File: src/shared/scale_float_cmd_defs.vh
// Constants for the floating point command interpreter
`ifndef SCALE_FLOAT_CMD_DEFS_VH
`define SCALE_FLOAT_CMD_DEFS_VH

// ****************************************************************
// Register byte offsets
// ****************************************************************
`define SFC_REG_CMD        8'h00
`define SFC_REG_FLOAT_IN   8'h04
`define SFC_REG_FLOAT_OUT  8'h08
`define SFC_REG_STATUS     8'h0C
`define SFC_REG_CFG        8'h10
`define SFC_REG_CFG_ACT    8'h14
`define SFC_REG_MSG_LEN    8'h18

// ****************************************************************
// Status field positions
// ****************************************************************
`define SFC_ST_ACK_LO      0
`define SFC_ST_FPI_LO      8
`define SFC_ST_MSG_IDX_LO  16
`define SFC_ST_PROMPT      19
`define SFC_ST_MSG_SHOW    20
`define SFC_ST_KEYPAD_EN   21
`define SFC_ST_TARE_EN     22
`define SFC_ST_ROT_LEN_LO  24

// ****************************************************************
// Reset values
// ****************************************************************
`define SFC_RST_WORD       32'h00000000
`define SFC_RST_CMD        16'h0000
`define SFC_RST_ACK        2'h0
`define SFC_RST_MSG_LEN    5'h14

// ****************************************************************
// Command codes and indication codes
// ****************************************************************
`define SFC_CMD_ROT_RUN    16'h0000
`define SFC_CMD_STEP_A     16'h0001
`define SFC_CMD_STEP_B     16'h0002
`define SFC_CMD_ROT_CLR    16'h0003
`define SFC_CMD_LIVE_LO    16'h000A
`define SFC_CMD_LIVE_HI    16'h0012
`define SFC_CMD_ADD_LO     16'h0028
`define SFC_CMD_ADD_HI     16'h0030
`define SFC_CMD_MSG_CLR    16'h0050
`define SFC_CMD_MSG_LO     16'h0051
`define SFC_CMD_PROMPT     16'h0056
`define SFC_CMD_MSG_SRC7   16'h0057
`define SFC_CMD_SETUP      16'h00A0
`define SFC_CMD_TARE_OFF   16'h00A2
`define SFC_CMD_TARE_ON    16'h00A3
`define SFC_CMD_FILL_LD    16'h00AA
`define SFC_CMD_FILL_RP    16'h00B4
`define SFC_CMD_KEY_LO     16'h00C0
`define SFC_CMD_KEY_FILL   16'h00C2
`define SFC_CMD_KEY_HI     16'h00C7
`define SFC_CMD_CMP_LD     16'h00D2
`define SFC_CMD_KEYPAD_OFF 16'h00DC
`define SFC_CMD_KEYPAD_ON  16'h00DD
`define SFC_CMD_CMP_RP     16'h00DE
`define SFC_CMD_CMP_APPLY  16'h00E8
`define SFC_BLOCK_LEN      16'h000A
`define SFC_FPI_NO_DATA    8'h1E
`define SFC_MSG_MAX_CHARS  5'h14

// ****************************************************************
// Timing
// ****************************************************************
`define SFC_CLK_KHZ        25000
`define SFC_UPDATE_MS      60
`define SFC_UPDATE_CYCLES  (`SFC_CLK_KHZ * `SFC_UPDATE_MS)
`define SFC_PLC_POLL_MS    30

`endif

File: src/core/scale_float_command_interp.v
// Floating point command interpreter with APB register access
//
// Local design decisions: the address map and register access over APB.
`timescale 1ns/1ns
`include "scale_float_cmd_defs.vh"

module scale_float_command_interp #(
  parameter ROT_FIELDS    = 9,
  parameter FILL_VALUES   = 10,
  parameter UPDATE_CYCLES = `SFC_UPDATE_CYCLES,
  parameter TICK_W        = 21
) (
  input  wire                    clk,
  input  wire                    rst_n,
  input  wire                    ce,
  input  wire                    psel,
  input  wire                    penable,
  input  wire                    pwrite,
  input  wire [7:0]              paddr,
  input  wire [31:0]             pwdata,
  output reg  [31:0]             prdata,
  output reg                     pready,
  output reg                     pslverr,
  input  wire [ROT_FIELDS*32-1:0] live_values,
  input  wire                    fill_option,
  output reg  [1:0]              cmd_ack,
  output reg  [7:0]              fp_ind,
  output reg  [31:0]             float_out,
  output reg                     message_show,
  output reg  [2:0]              message_event_index,
  output reg  [4:0]              message_char_count,
  output reg                     prompt_sequence_flag,
  output reg                     tare_enable,
  output reg                     keypad_enable,
  output reg  [31:0]             setup_config,
  output reg  [FILL_VALUES*32-1:0] comparator_limits,
  output reg  [9:0]              action_pulse
);

  // ****************************************************************
  // Command classes
  // ****************************************************************
  localparam C_NONE    = 4'h0;
  localparam C_ROT     = 4'h1;
  localparam C_STEP    = 4'h2;
  localparam C_ROT_CLR = 4'h3;
  localparam C_LIVE    = 4'h4;
  localparam C_ADD     = 4'h5;
  localparam C_MSG     = 4'h6;
  localparam C_SETUP   = 4'h7;
  localparam C_TARE    = 4'h8;
  localparam C_FILL_LD = 4'h9;
  localparam C_FILL_RP = 4'hA;
  localparam C_KEY     = 4'hB;
  localparam C_CMP_LD  = 4'hC;
  localparam C_KEYPAD  = 4'hD;
  localparam C_CMP_RP  = 4'hE;
  localparam C_CMP_AP  = 4'hF;

  localparam [31:0]       TICK_SPAN = UPDATE_CYCLES - 1;
  localparam [TICK_W-1:0] TICK_LAST = TICK_SPAN[TICK_W-1:0];

  function [3:0] cmd_class;
    input [15:0] c;
    begin
      if (c == `SFC_CMD_ROT_RUN)
        cmd_class = C_ROT;
      else if (c == `SFC_CMD_STEP_A || c == `SFC_CMD_STEP_B)
        cmd_class = C_STEP;
      else if (c == `SFC_CMD_ROT_CLR)
        cmd_class = C_ROT_CLR;
      else if (c >= `SFC_CMD_LIVE_LO && c <= `SFC_CMD_LIVE_HI)
        cmd_class = C_LIVE;
      else if (c >= `SFC_CMD_ADD_LO && c <= `SFC_CMD_ADD_HI)
        cmd_class = C_ADD;
      else if (c >= `SFC_CMD_MSG_CLR && c <= `SFC_CMD_MSG_SRC7)
        cmd_class = C_MSG;
      else if (c == `SFC_CMD_SETUP)
        cmd_class = C_SETUP;
      else if (c == `SFC_CMD_TARE_OFF || c == `SFC_CMD_TARE_ON)
        cmd_class = C_TARE;
      else if (c >= `SFC_CMD_FILL_LD && c < `SFC_CMD_FILL_RP)
        cmd_class = fill_option ? C_FILL_LD : C_NONE;
      else if (c >= `SFC_CMD_FILL_RP &&
               c < `SFC_CMD_FILL_RP + `SFC_BLOCK_LEN)
        cmd_class = C_FILL_RP;
      else if (c >= `SFC_CMD_KEY_LO && c < `SFC_CMD_KEY_FILL)
        cmd_class = C_KEY;
      else if (c >= `SFC_CMD_KEY_FILL && c <= `SFC_CMD_KEY_HI)
        cmd_class = fill_option ? C_KEY : C_NONE;
      else if (c >= `SFC_CMD_CMP_LD && c < `SFC_CMD_KEYPAD_OFF)
        cmd_class = C_CMP_LD;
      else if (c == `SFC_CMD_KEYPAD_OFF || c == `SFC_CMD_KEYPAD_ON)
        cmd_class = C_KEYPAD;
      else if (c >= `SFC_CMD_CMP_RP && c < `SFC_CMD_CMP_APPLY)
        cmd_class = C_CMP_RP;
      else if (c == `SFC_CMD_CMP_APPLY)
        cmd_class = C_CMP_AP;
      else
        cmd_class = C_NONE;
    end
  endfunction

  function [1:0] ack_next;
    input [1:0] a;
    begin
      ack_next = (a == 2'h3) ? 2'h1 : a + 2'h1;
    end
  endfunction

  // ****************************************************************
  // State
  // ****************************************************************
  reg  [15:0]       cmd;
  reg  [15:0]       last_cmd;
  reg  [31:0]       float_in;
  reg  [31:0]       cfg_pending;
  reg  [4:0]        msg_len;
  reg  [TICK_W-1:0] tick_cnt;
  reg               tick;
  reg  [3:0]        rot_field [0:ROT_FIELDS-1];
  reg  [3:0]        rot_len;
  reg  [3:0]        rot_pos;
  reg  [31:0]       fill_val  [0:FILL_VALUES-1];
  reg  [31:0]       cmp_pend  [0:FILL_VALUES-1];
  integer           i;

  wire [3:0]  cls     = cmd_class(cmd);
  wire        fresh   = (cmd != last_cmd);
  wire [15:0] off_lv  = cmd - `SFC_CMD_LIVE_LO;
  wire [15:0] off_add = cmd - `SFC_CMD_ADD_LO;
  wire [15:0] off_msg = cmd - `SFC_CMD_MSG_CLR;
  wire [15:0] off_fl  = cmd - `SFC_CMD_FILL_LD;
  wire [15:0] off_fr  = cmd - `SFC_CMD_FILL_RP;
  wire [15:0] off_key = cmd - `SFC_CMD_KEY_LO;
  wire [15:0] off_cl  = cmd - `SFC_CMD_CMP_LD;
  wire [15:0] off_cr  = cmd - `SFC_CMD_CMP_RP;
  wire [3:0]  cur_fld = rot_field[rot_pos];
  wire [3:0]  pos_inc = (rot_pos + 4'h1 >= rot_len) ? 4'h0
                                                     : rot_pos + 4'h1;
  wire        step_sw = (cmd == `SFC_CMD_STEP_A &&
                         last_cmd == `SFC_CMD_STEP_B) ||
                        (cmd == `SFC_CMD_STEP_B &&
                         last_cmd == `SFC_CMD_STEP_A);
  wire        apb_acc = psel & penable & pready;
  wire [31:0] status  = {4'h0, rot_len, 1'b0, tare_enable, keypad_enable,
                         message_show, prompt_sequence_flag,
                         message_event_index, fp_ind, 6'h00, cmd_ack};

  // ****************************************************************
  // Sequential logic
  // ****************************************************************
  always @(posedge clk or negedge rst_n) begin
    if (!rst_n) begin
      prdata               <= `SFC_RST_WORD;
      pready               <= 1'b0;
      pslverr              <= 1'b0;
      cmd                  <= `SFC_RST_CMD;
      last_cmd             <= `SFC_RST_CMD;
      float_in             <= `SFC_RST_WORD;
      cfg_pending          <= `SFC_RST_WORD;
      setup_config         <= `SFC_RST_WORD;
      msg_len              <= `SFC_RST_MSG_LEN;
      message_char_count   <= 5'h00;
      tick_cnt             <= {TICK_W{1'b0}};
      tick                 <= 1'b0;
      rot_len              <= 4'h0;
      rot_pos              <= 4'h0;
      cmd_ack              <= `SFC_RST_ACK;
      fp_ind               <= `SFC_FPI_NO_DATA;
      float_out            <= `SFC_RST_WORD;
      message_show         <= 1'b0;
      message_event_index  <= 3'h0;
      prompt_sequence_flag <= 1'b0;
      tare_enable          <= 1'b1;
      keypad_enable        <= 1'b1;
      comparator_limits    <= {FILL_VALUES*32{1'b0}};
      action_pulse         <= 10'h000;
      for (i = 0; i < ROT_FIELDS; i = i + 1)
        rot_field[i] <= 4'h0;
      for (i = 0; i < FILL_VALUES; i = i + 1) begin
        fill_val[i] <= `SFC_RST_WORD;
        cmp_pend[i] <= `SFC_RST_WORD;
      end
    end else if (ce) begin
      action_pulse <= 10'h000;

      // APB slave: one wait-free access phase, pslverr on unmapped
      pready  <= psel & ~penable;
      pslverr <= 1'b0;
      if (psel & ~penable) begin
        case (paddr)
          `SFC_REG_CMD:       prdata <= {16'h0000, cmd};
          `SFC_REG_FLOAT_IN:  prdata <= float_in;
          `SFC_REG_FLOAT_OUT: prdata <= float_out;
          `SFC_REG_STATUS:    prdata <= status;
          `SFC_REG_CFG:       prdata <= cfg_pending;
          `SFC_REG_CFG_ACT:   prdata <= setup_config;
          `SFC_REG_MSG_LEN:   prdata <= {27'h0000000, msg_len};
          default: begin
            prdata  <= `SFC_RST_WORD;
            pslverr <= 1'b1;
          end
        endcase
      end
      if (apb_acc & pwrite) begin
        case (paddr)
          `SFC_REG_CMD:      cmd         <= pwdata[15:0];
          `SFC_REG_FLOAT_IN: float_in    <= pwdata;
          `SFC_REG_CFG:      cfg_pending <= pwdata;
          `SFC_REG_MSG_LEN:
            msg_len <= (pwdata > {27'h0000000, `SFC_MSG_MAX_CHARS})
                       ? `SFC_MSG_MAX_CHARS : pwdata[4:0];
          default: ;
        endcase
      end

      tick <= (tick_cnt == TICK_LAST);
      if (tick_cnt == TICK_LAST)
        tick_cnt <= {TICK_W{1'b0}};
      else
        tick_cnt <= tick_cnt + {{(TICK_W-1){1'b0}}, 1'b1};

      if (tick) begin
        last_cmd <= cmd;
        case (cls)
          C_ROT: begin
            cmd_ack <= 2'h0;
            if (rot_len == 4'h0) begin
              fp_ind    <= 8'h00;
              float_out <= live_values[31:0];
            end else begin
              fp_ind    <= {4'h0, cur_fld};
              float_out <= live_values[cur_fld*32 +: 32];
              rot_pos   <= pos_inc;
            end
          end
          C_STEP: begin
            cmd_ack <= 2'h0;
            if (rot_len != 4'h0 && step_sw) begin
              fp_ind    <= {4'h0, cur_fld};
              float_out <= live_values[cur_fld*32 +: 32];
              rot_pos   <= pos_inc;
            end
          end
          C_LIVE: begin
            fp_ind    <= {4'h0, off_lv[3:0]};
            float_out <= live_values[off_lv[3:0]*32 +: 32];
            if (fresh)
              cmd_ack <= ack_next(cmd_ack);
          end
          C_FILL_RP: begin
            fp_ind    <= `SFC_FPI_NO_DATA;
            float_out <= fill_val[off_fr[3:0]];
            if (fresh)
              cmd_ack <= ack_next(cmd_ack);
          end
          C_CMP_RP: begin
            fp_ind    <= `SFC_FPI_NO_DATA;
            float_out <= cmp_pend[off_cr[3:0]];
            if (fresh)
              cmd_ack <= ack_next(cmd_ack);
          end
          C_NONE: ;
          default: begin
            if (fresh) begin
              cmd_ack   <= ack_next(cmd_ack);
              fp_ind    <= `SFC_FPI_NO_DATA;
              float_out <= `SFC_RST_WORD;
              case (cls)
                C_ROT_CLR: begin
                  rot_len <= 4'h0;
                  rot_pos <= 4'h0;
                end
                C_ADD: begin
                  if (rot_len < ROT_FIELDS) begin
                    rot_field[rot_len] <= off_add[3:0];
                    rot_len            <= rot_len + 4'h1;
                  end
                end
                C_MSG: begin
                  if (off_msg[2:0] == 3'h0 && off_msg[3] == 1'b0) begin
                    message_show <= 1'b0;
                  end else begin
                    message_show        <= 1'b1;
                    message_char_count  <= msg_len;
                    message_event_index <= off_msg[2:0];
                    if (cmd == `SFC_CMD_PROMPT)
                      prompt_sequence_flag <= 1'b1;
                  end
                end
                C_SETUP: begin
                  setup_config    <= cfg_pending;
                  action_pulse[8] <= 1'b1;
                end
                C_TARE:   tare_enable   <= (cmd == `SFC_CMD_TARE_ON);
                C_KEYPAD: keypad_enable <= (cmd == `SFC_CMD_KEYPAD_ON);
                C_FILL_LD: begin
                  fill_val[off_fl[3:0]] <= float_in;
                  float_out             <= float_in;
                end
                C_KEY: begin
                  action_pulse[off_key[2:0]] <= 1'b1;
                end
                C_CMP_LD: begin
                  cmp_pend[off_cl[3:0]] <= float_in;
                  float_out             <= float_in;
                end
                C_CMP_AP: begin
                  for (i = 0; i < FILL_VALUES; i = i + 1)
                    comparator_limits[i*32 +: 32] <= cmp_pend[i];
                  action_pulse[9] <= 1'b1;
                end
                default: ;
              endcase
            end
          end
        endcase
      end
    end
  end

endmodule

File: config.mk
export PLATFORM = sky130hd
export DESIGN_NAME = scale_float_command_interp
export DESIGN_NICKNAME = d
export VERILOG_FILES = /design/src/core/scale_float_command_interp.v
export VERILOG_INCLUDE_DIRS = /design/src /design/src/shared
export SDC_FILE = /design/constraint.sdc
export NUM_CORES = 2
export LEC_CHECK = 0
export BUFFER_PORTS_ARGS = -buffer_cell sky130_fd_sc_hd__buf_2
export CORE_UTILIZATION = 54
export CTS_BUF_LIST = sky130_fd_sc_hd__clkbuf_4 sky130_fd_sc_hd__clkbuf_8
export DETAILED_ROUTE_END_ITERATION = 8
export GPL_TIMING_DRIVEN = 0
export PLACE_DENSITY = 0.75
export SLEW_MARGIN = 10
export SYNTH_ARGS = -nofsm -noshare
export SYNTH_HDL_FRONTEND = slang
export SYNTH_SLANG_ARGS = --single-unit
File: constraint.sdc
create_clock -name clk -period 10 [get_ports clk]
set_input_delay 1.5 -clock clk [delete_from_list [all_inputs] [get_ports clk]]
set_output_delay 1.5 -clock clk [all_outputs]
set_load 0.02 [all_outputs]
# Word level (Yosys, flattened, before mapping)
# Index checks and enable logic that the tools add are counted.
# classes
reduce_logical	60
magnitude_cmp	32
addsub	12
eq_ne	39
mux	70
bitwise	16
shifts	2
# ops
operator	count
320-bit bitwise mux	2
288-bit by 10-bit variable part select with 32-bit output	2
32-bit two-way mux	10
32-bit binary-select mux with 4-bit select	2
32-bit demux with 4-bit select	2
32-bit case mux with 7 select lines	1
32-bit case mux with 6 select lines	1
4-bit two-way mux	28
16-bit by 8-bit equality test with 1-bit output, second input constant	6
16-bit by 8-bit greater-or-equal comparator with 1-bit output, second input constant	6
16-bit by 8-bit less-than comparator with 1-bit output, second input constant	5
16-bit by 2-bit equality test with 1-bit output, second input constant	3
5-bit AND reduction	9
8-bit case mux with 5 select lines	1
36-bit bitwise mux	1
16-bit by 1-bit equality test with 1-bit output, second input constant	2
4-bit equality test, second input constant	8
32-bit by 5-bit > comparator with 1-bit output, second input constant	1
5-bit greater-or-equal comparator, second input constant	6
10-bit two-way mux	3
4-bit inverter with 5-bit output	6
8-bit by 5-bit equality test with 1-bit output, second input constant	3
8-bit two-way mux	3
21-bit by 1-bit adder with 21-bit output, second input constant	1
61 further kinds	119
# totals
input_bits	335
output_inout_bits	450
elab_cells	284
register_bits	1257

# Logic depth before layout (Yosys ltp)
# depth
word_depth	22
mapped_depth	18
depth_no_buf	11

# Worst setup path after synthesis
# Ideal clock, no wire load.
# synth_timing
path_type	input port to flip-flop
startpoint	input port paddr[0]
endpoint	register cfg_pending[10]
cell_stages	9
setup_time_ps	125
t_arrival_ps	4040
n_path_buf	3
slack_ps	5836
t_required_ps	9875
cell_sequence	or4_1 > nor3_1 > and2_0 > clkbuf_1 > nor2b_1 > and2_1 > clkbuf_1 > buf_1 > mux2_2
# synth_via
elab_chain_len	2
# synth_rtl
element	line	source
start: declaration	scale_float_command_interp.v:19	input wire [7:0] paddr,
8-bit by 5-bit equality test with 1-bit output	scale_float_command_interp.v:207	case (paddr)
3-bit AND reduction (no line)	-	
end signal: assignment	scale_float_command_interp.v:161	cfg_pending <= `SFC_RST_WORD;
end signal: assignment	scale_float_command_interp.v:210	`SFC_REG_CFG: cfg_pending <= pwdata;
end: declaration	scale_float_command_interp.v:117	reg [31:0] cfg_pending;
# No other way between the ends.
# A chain may end at the register's enable or synchronous reset.

# Worst setup path after layout
# layout_timing
startpoint	register cmd[1]
endpoint	register float_out[6]
# layout_via
elab_chain_len	22
elab_cells_between_ends	89
classes_between	3 x add/sub; 18 x order compare; 18 x eq/ne; 1 x shift; 25 x mux; 3 x bitwise; 21 x reduce/logical
# layout_rtl
element	line	source
start: declaration	scale_float_command_interp.v:114	reg [15:0] cmd;
start signal: assignment	scale_float_command_interp.v:158	cmd <= `SFC_RST_CMD;
start signal: assignment	scale_float_command_interp.v:208	`SFC_REG_CMD: cmd <= pwdata[15:0];
16-bit by 8-bit greater-or-equal comparator with 1-bit output (no line), or another cell as far along	-	
1-bit logical AND (no line) or 4-bit two-way mux (tied branches)	-	
4-bit two-way mux	scale_float_command_interp.v:95	else if (c >= `SFC_CMD_CMP_RP && c < `SFC_CMD_CMP_APPLY)
4-bit two-way mux	scale_float_command_interp.v:93	else if (c == `SFC_CMD_KEYPAD_OFF || c == `SFC_CMD_KEYPAD_ON)
4-bit two-way mux	scale_float_command_interp.v:91	else if (c >= `SFC_CMD_CMP_LD && c < `SFC_CMD_KEYPAD_OFF)
4-bit two-way mux	scale_float_command_interp.v:89	else if (c >= `SFC_CMD_KEY_FILL && c <= `SFC_CMD_KEY_HI)
4-bit two-way mux	scale_float_command_interp.v:87	else if (c >= `SFC_CMD_KEY_LO && c < `SFC_CMD_KEY_FILL)
4-bit two-way mux	scale_float_command_interp.v:84	else if (c >= `SFC_CMD_FILL_RP &&
[6 not listed]	-	
4-bit two-way mux	scale_float_command_interp.v:70	else if (c == `SFC_CMD_ROT_CLR)
4-bit two-way mux	scale_float_command_interp.v:68	else if (c == `SFC_CMD_STEP_A || c == `SFC_CMD_STEP_B)
4-bit two-way mux	scale_float_command_interp.v:66	if (c == `SFC_CMD_ROT_RUN)
4-bit equality test	scale_float_command_interp.v:270	case (cls)
2-bit OR reduction (no line)	-	
32-bit two-way mux	scale_float_command_interp.v:270	
32-bit two-way mux	scale_float_command_interp.v:266	if (fresh) begin
32-bit case mux with 6 select lines	scale_float_command_interp.v:226	case (cls)
end signal: assignment	scale_float_command_interp.v:231	float_out <= live_values[31:0];
end signal: assignment	scale_float_command_interp.v:234	float_out <= live_values[cur_fld*32 +: 32];
end signal: assignment	scale_float_command_interp.v:269	float_out <= `SFC_RST_WORD;
end: declaration	scale_float_command_interp.v:28	output reg [31:0] float_out,
# Several ways; a longest one is shown, not always the timed one. The select of a mux whose other input is x is not followed.

==> results.ini <==
[outcome]
status = finished clean

[routing]
drc = 0
ant_nets = 0
dr_total_vias = 48701
finalWirelength_mm = 243
dr.pass1.iters = 9
drt_iter0_drc = 6120
viasPerCell = 6.62
avgRoutedWirePerCell_microns = 33.1

[sta]
rsz0062_at_grt = false
hold_viol = 0
tightest_slew_ns = 1.41
finalSetupViolCount = 0
report.final.slew_viol_count = 0
holdWs_ns = 0.482
finalCriticalPeriod_ns = 7.30
worst_clock_skew_ns = 0.0607
fmax_ghz = 0.137
slew-limit-headroom_pct = 4.81
finalCritPeriodShare_pct = 73.0
finalSetupTns_ns = 0

[layout]
ff_latch_area_sq_um = 31400
fill_cells = 8615
final_cell_count_no_fill = 7356
layout.nets = 6040
finalCoreUtilization_pct = 64.4
syn_to_final_growth_pct = 17.5
multi_input_area_sq_um = 27700
drive_above_1_share_pct = 40.2

[yosys]
ys_seq_area_share_pct = 51.5
yosys.area_share.xor_xnor_pct = 0.560
synth_top_family_by_area = multiplexers
syn_area_sq_um = 61000
async_reset_ff_share_pct = 100
synthSimpleGateAreaFrac_pct = 5.96
yosysTopAreaCellShare_pct = 51.1
yosys-mux-area-fraction_pct = 30.9
yosysTopAreaCell = dfrtp_1
synthTopCellsByArea = dfrtp_1 (51%), mux2_2 (15%), mux4_2 (8.2%)
synth_most_common_cell = dfrtp_1
synth.avg_cell_area_sq_um = 13.0
synth_seq_cells = 1254
yosys.area_share.adder_pct = 0.431
syn_inst = 4688
synth_compound_area_share_pct = 7.52
synth-edff-count = 0
synth_flop_cell = dfrtp_1
synth_common_cells = dfrtp_1 (1246), mux2_2 (808), nand2_1 (364), mux2_1 (305), clkbuf_1 (254)
synth.yosys.warnings = 0
ys_types = 86

[min_path]
holdPathEnd = tick_cnt[4]
hold_class = register to register
min_delay_path_depth = 1
min_from = tick_cnt[4]

[setup_path]
critPathArrivalTime_ns = 8.07
cp.required_ns = 10.77
worstPathCellList = buf_2, buf_2, inv_1, clkbuf_1, clkbuf_1, ha_1, clkbuf_1, clkbuf_1, clkbuf_1, a21oi_1, o21ai_0, o211ai_1, a221oi_1, a21oi_1
slowest_stage = clkbuf_1
critPathMaxStageDelay_ns = 1.03
crit_family = buffers and inverters
crit_top_cell = clkbuf_1
r2r_end = float_out[6]
r2r_slack_ns = 2.70
rr_worst_depth = 14
crit_buf_inv = 8
crit_type = register to register
startpoint_type = register
end_kind = register
critPathMaxFanout = 12
r2r-start = cmd[1]

[cts]
post_cts_buffers = 0
cts_resized = 0
cts_tree = built
clk_pin_slew_ns = 0.07
insertion_delay_ns = 0.93
clock-sinks = 1254
htreeDepth = 4
cts_hold_buf = 0
cts_buffer_depth = 3
clock-root-buffer = clkbuf_8
cts_buffers = 199

[floorplanning]
die-height_microns = 338
die_w_microns = 338
die-area_sq_um = 114000
start_util_pct = 54.8
ios = 785
fp.coreArea_sq_um = 111000
rows = 122

[placed_design]
portBuffers = 779
hpwl_mm = 189
place_congestion = 1.07
place_inst = 6970

[global_route]
grt_start_max_net_pins = 161
antenna_found_initial = 37
grt_usage_pct = 42.3
grt_overflow_total = 0
grt_pass1_vias = 47473
grt_pass1_wl_mm = 340

[job]
maxCapViolCount = 0

[power]
power.leakage_nw = 35.6
ir_worst_vdd_mv = 0.119
pwr_density_cell_nw_per_um2 = 145

## cell families (layout without fill, tap and decap cells)
kind of cell	after synthesis	in the layout
AND/OR/NAND/NOR	768	768
XOR/XNOR	39	39
buffers and inverters	443	1592
adder cells (fa/ha/maj)	21	21
multiplexers	1459	1459
flip-flops	1254	1254
other	1	32
AO/OA/AOI/OAI	703	703
## final cells by class
| class | count | share of cell area (%) |
|---|---|---|
| clock inverters | 33 | 0.639 |
| flip-flops and latches | 1254 | 43.8 |
| well taps | 1488 | 2.60 |
| diodes | 29 | 0.101 |
| repair buffers | 793 | 5.89 |
| multi-input cells | 2993 | 38.7 |
| clock buffers | 323 | 5.61 |
| inverters | 28 | 0.147 |
| plain buffers | 415 | 2.55 |
## registers in the layout, indices dropped and copies added (netlist names), 21 cells and up
name,flops
cmp_pend,320
cfg_pending,32
comparator_limits,320
fill_val,320
rot_field,36
prdata,32
float_in,32
tick_cnt,21
setup_config,32
float_out,32
## stage by stage
step	worst slack, ns	area, sq um	power (mW)
6_report	2.70	71700	10.4
5_1_grt	2.84	71600	10.7
4_1_cts	3.23	71600	10.4
3_5_place_dp	3.21	67100	5.64
3_3_place_gp	-19.86	66700	5.63
2_1_floorplan	5.84	61000	5.35
## per-layer routing
layer	track usage [%]	routed length (microns)	share of wire, %	up-vias
met3	15.3	29800	12	766
met2	61.0	105000	43	3314
met1	54.9	92000	38	25116
met4	24.6	16300	6.7	10
li1	-	-	-	19495
met5	0	58	0.024	-
## worst max path at each step
| stage | from | end | cells after the start |
|---|---|---|---|
| final | cmd[1] | float_out[6] | 14 |
| after detailed placement | cmd[1] | float_out[6] | 14 |
| after floorplan | paddr[0] | cfg_pending[10] | 9 |
| after CTS | cmd[1] | float_out[3] | 14 |
| after global placement | rst_n | comparator_limits[215] | 1 |
| after global routing | cmd[1] | float_out[6] | 14 |
## power breakdown
part / switching, mW / internal, mW
registers: 0.0209 / 5.10
clock network: 2.16 / 2.70
logic: 0.295 / 0.141
## cells in the final DEF (no fill, tap or decap), types with 26 or more instances in the layout
cell,n
mux4_2,221
a21oi_1,146
a22oi_1,73
buf_2,844
clkbuf_8,255
diode_2,29
a31oi_1,41
dfrtp_1,1246
a221oi_1,62
nand2_1,364
clkbuf_4,68
mux2i_1,109
mux2_1,305
o211ai_1,45
o21ai_0,177
xor2_1,26
buf_1,52
clkbuf_1,249
nor2_1,107
buf_4,36
inv_1,28
nand3_1,94
mux2_2,808
nor3_1,54
a211oi_1,36
Note: power is estimated with default switching activity, not from simulation.
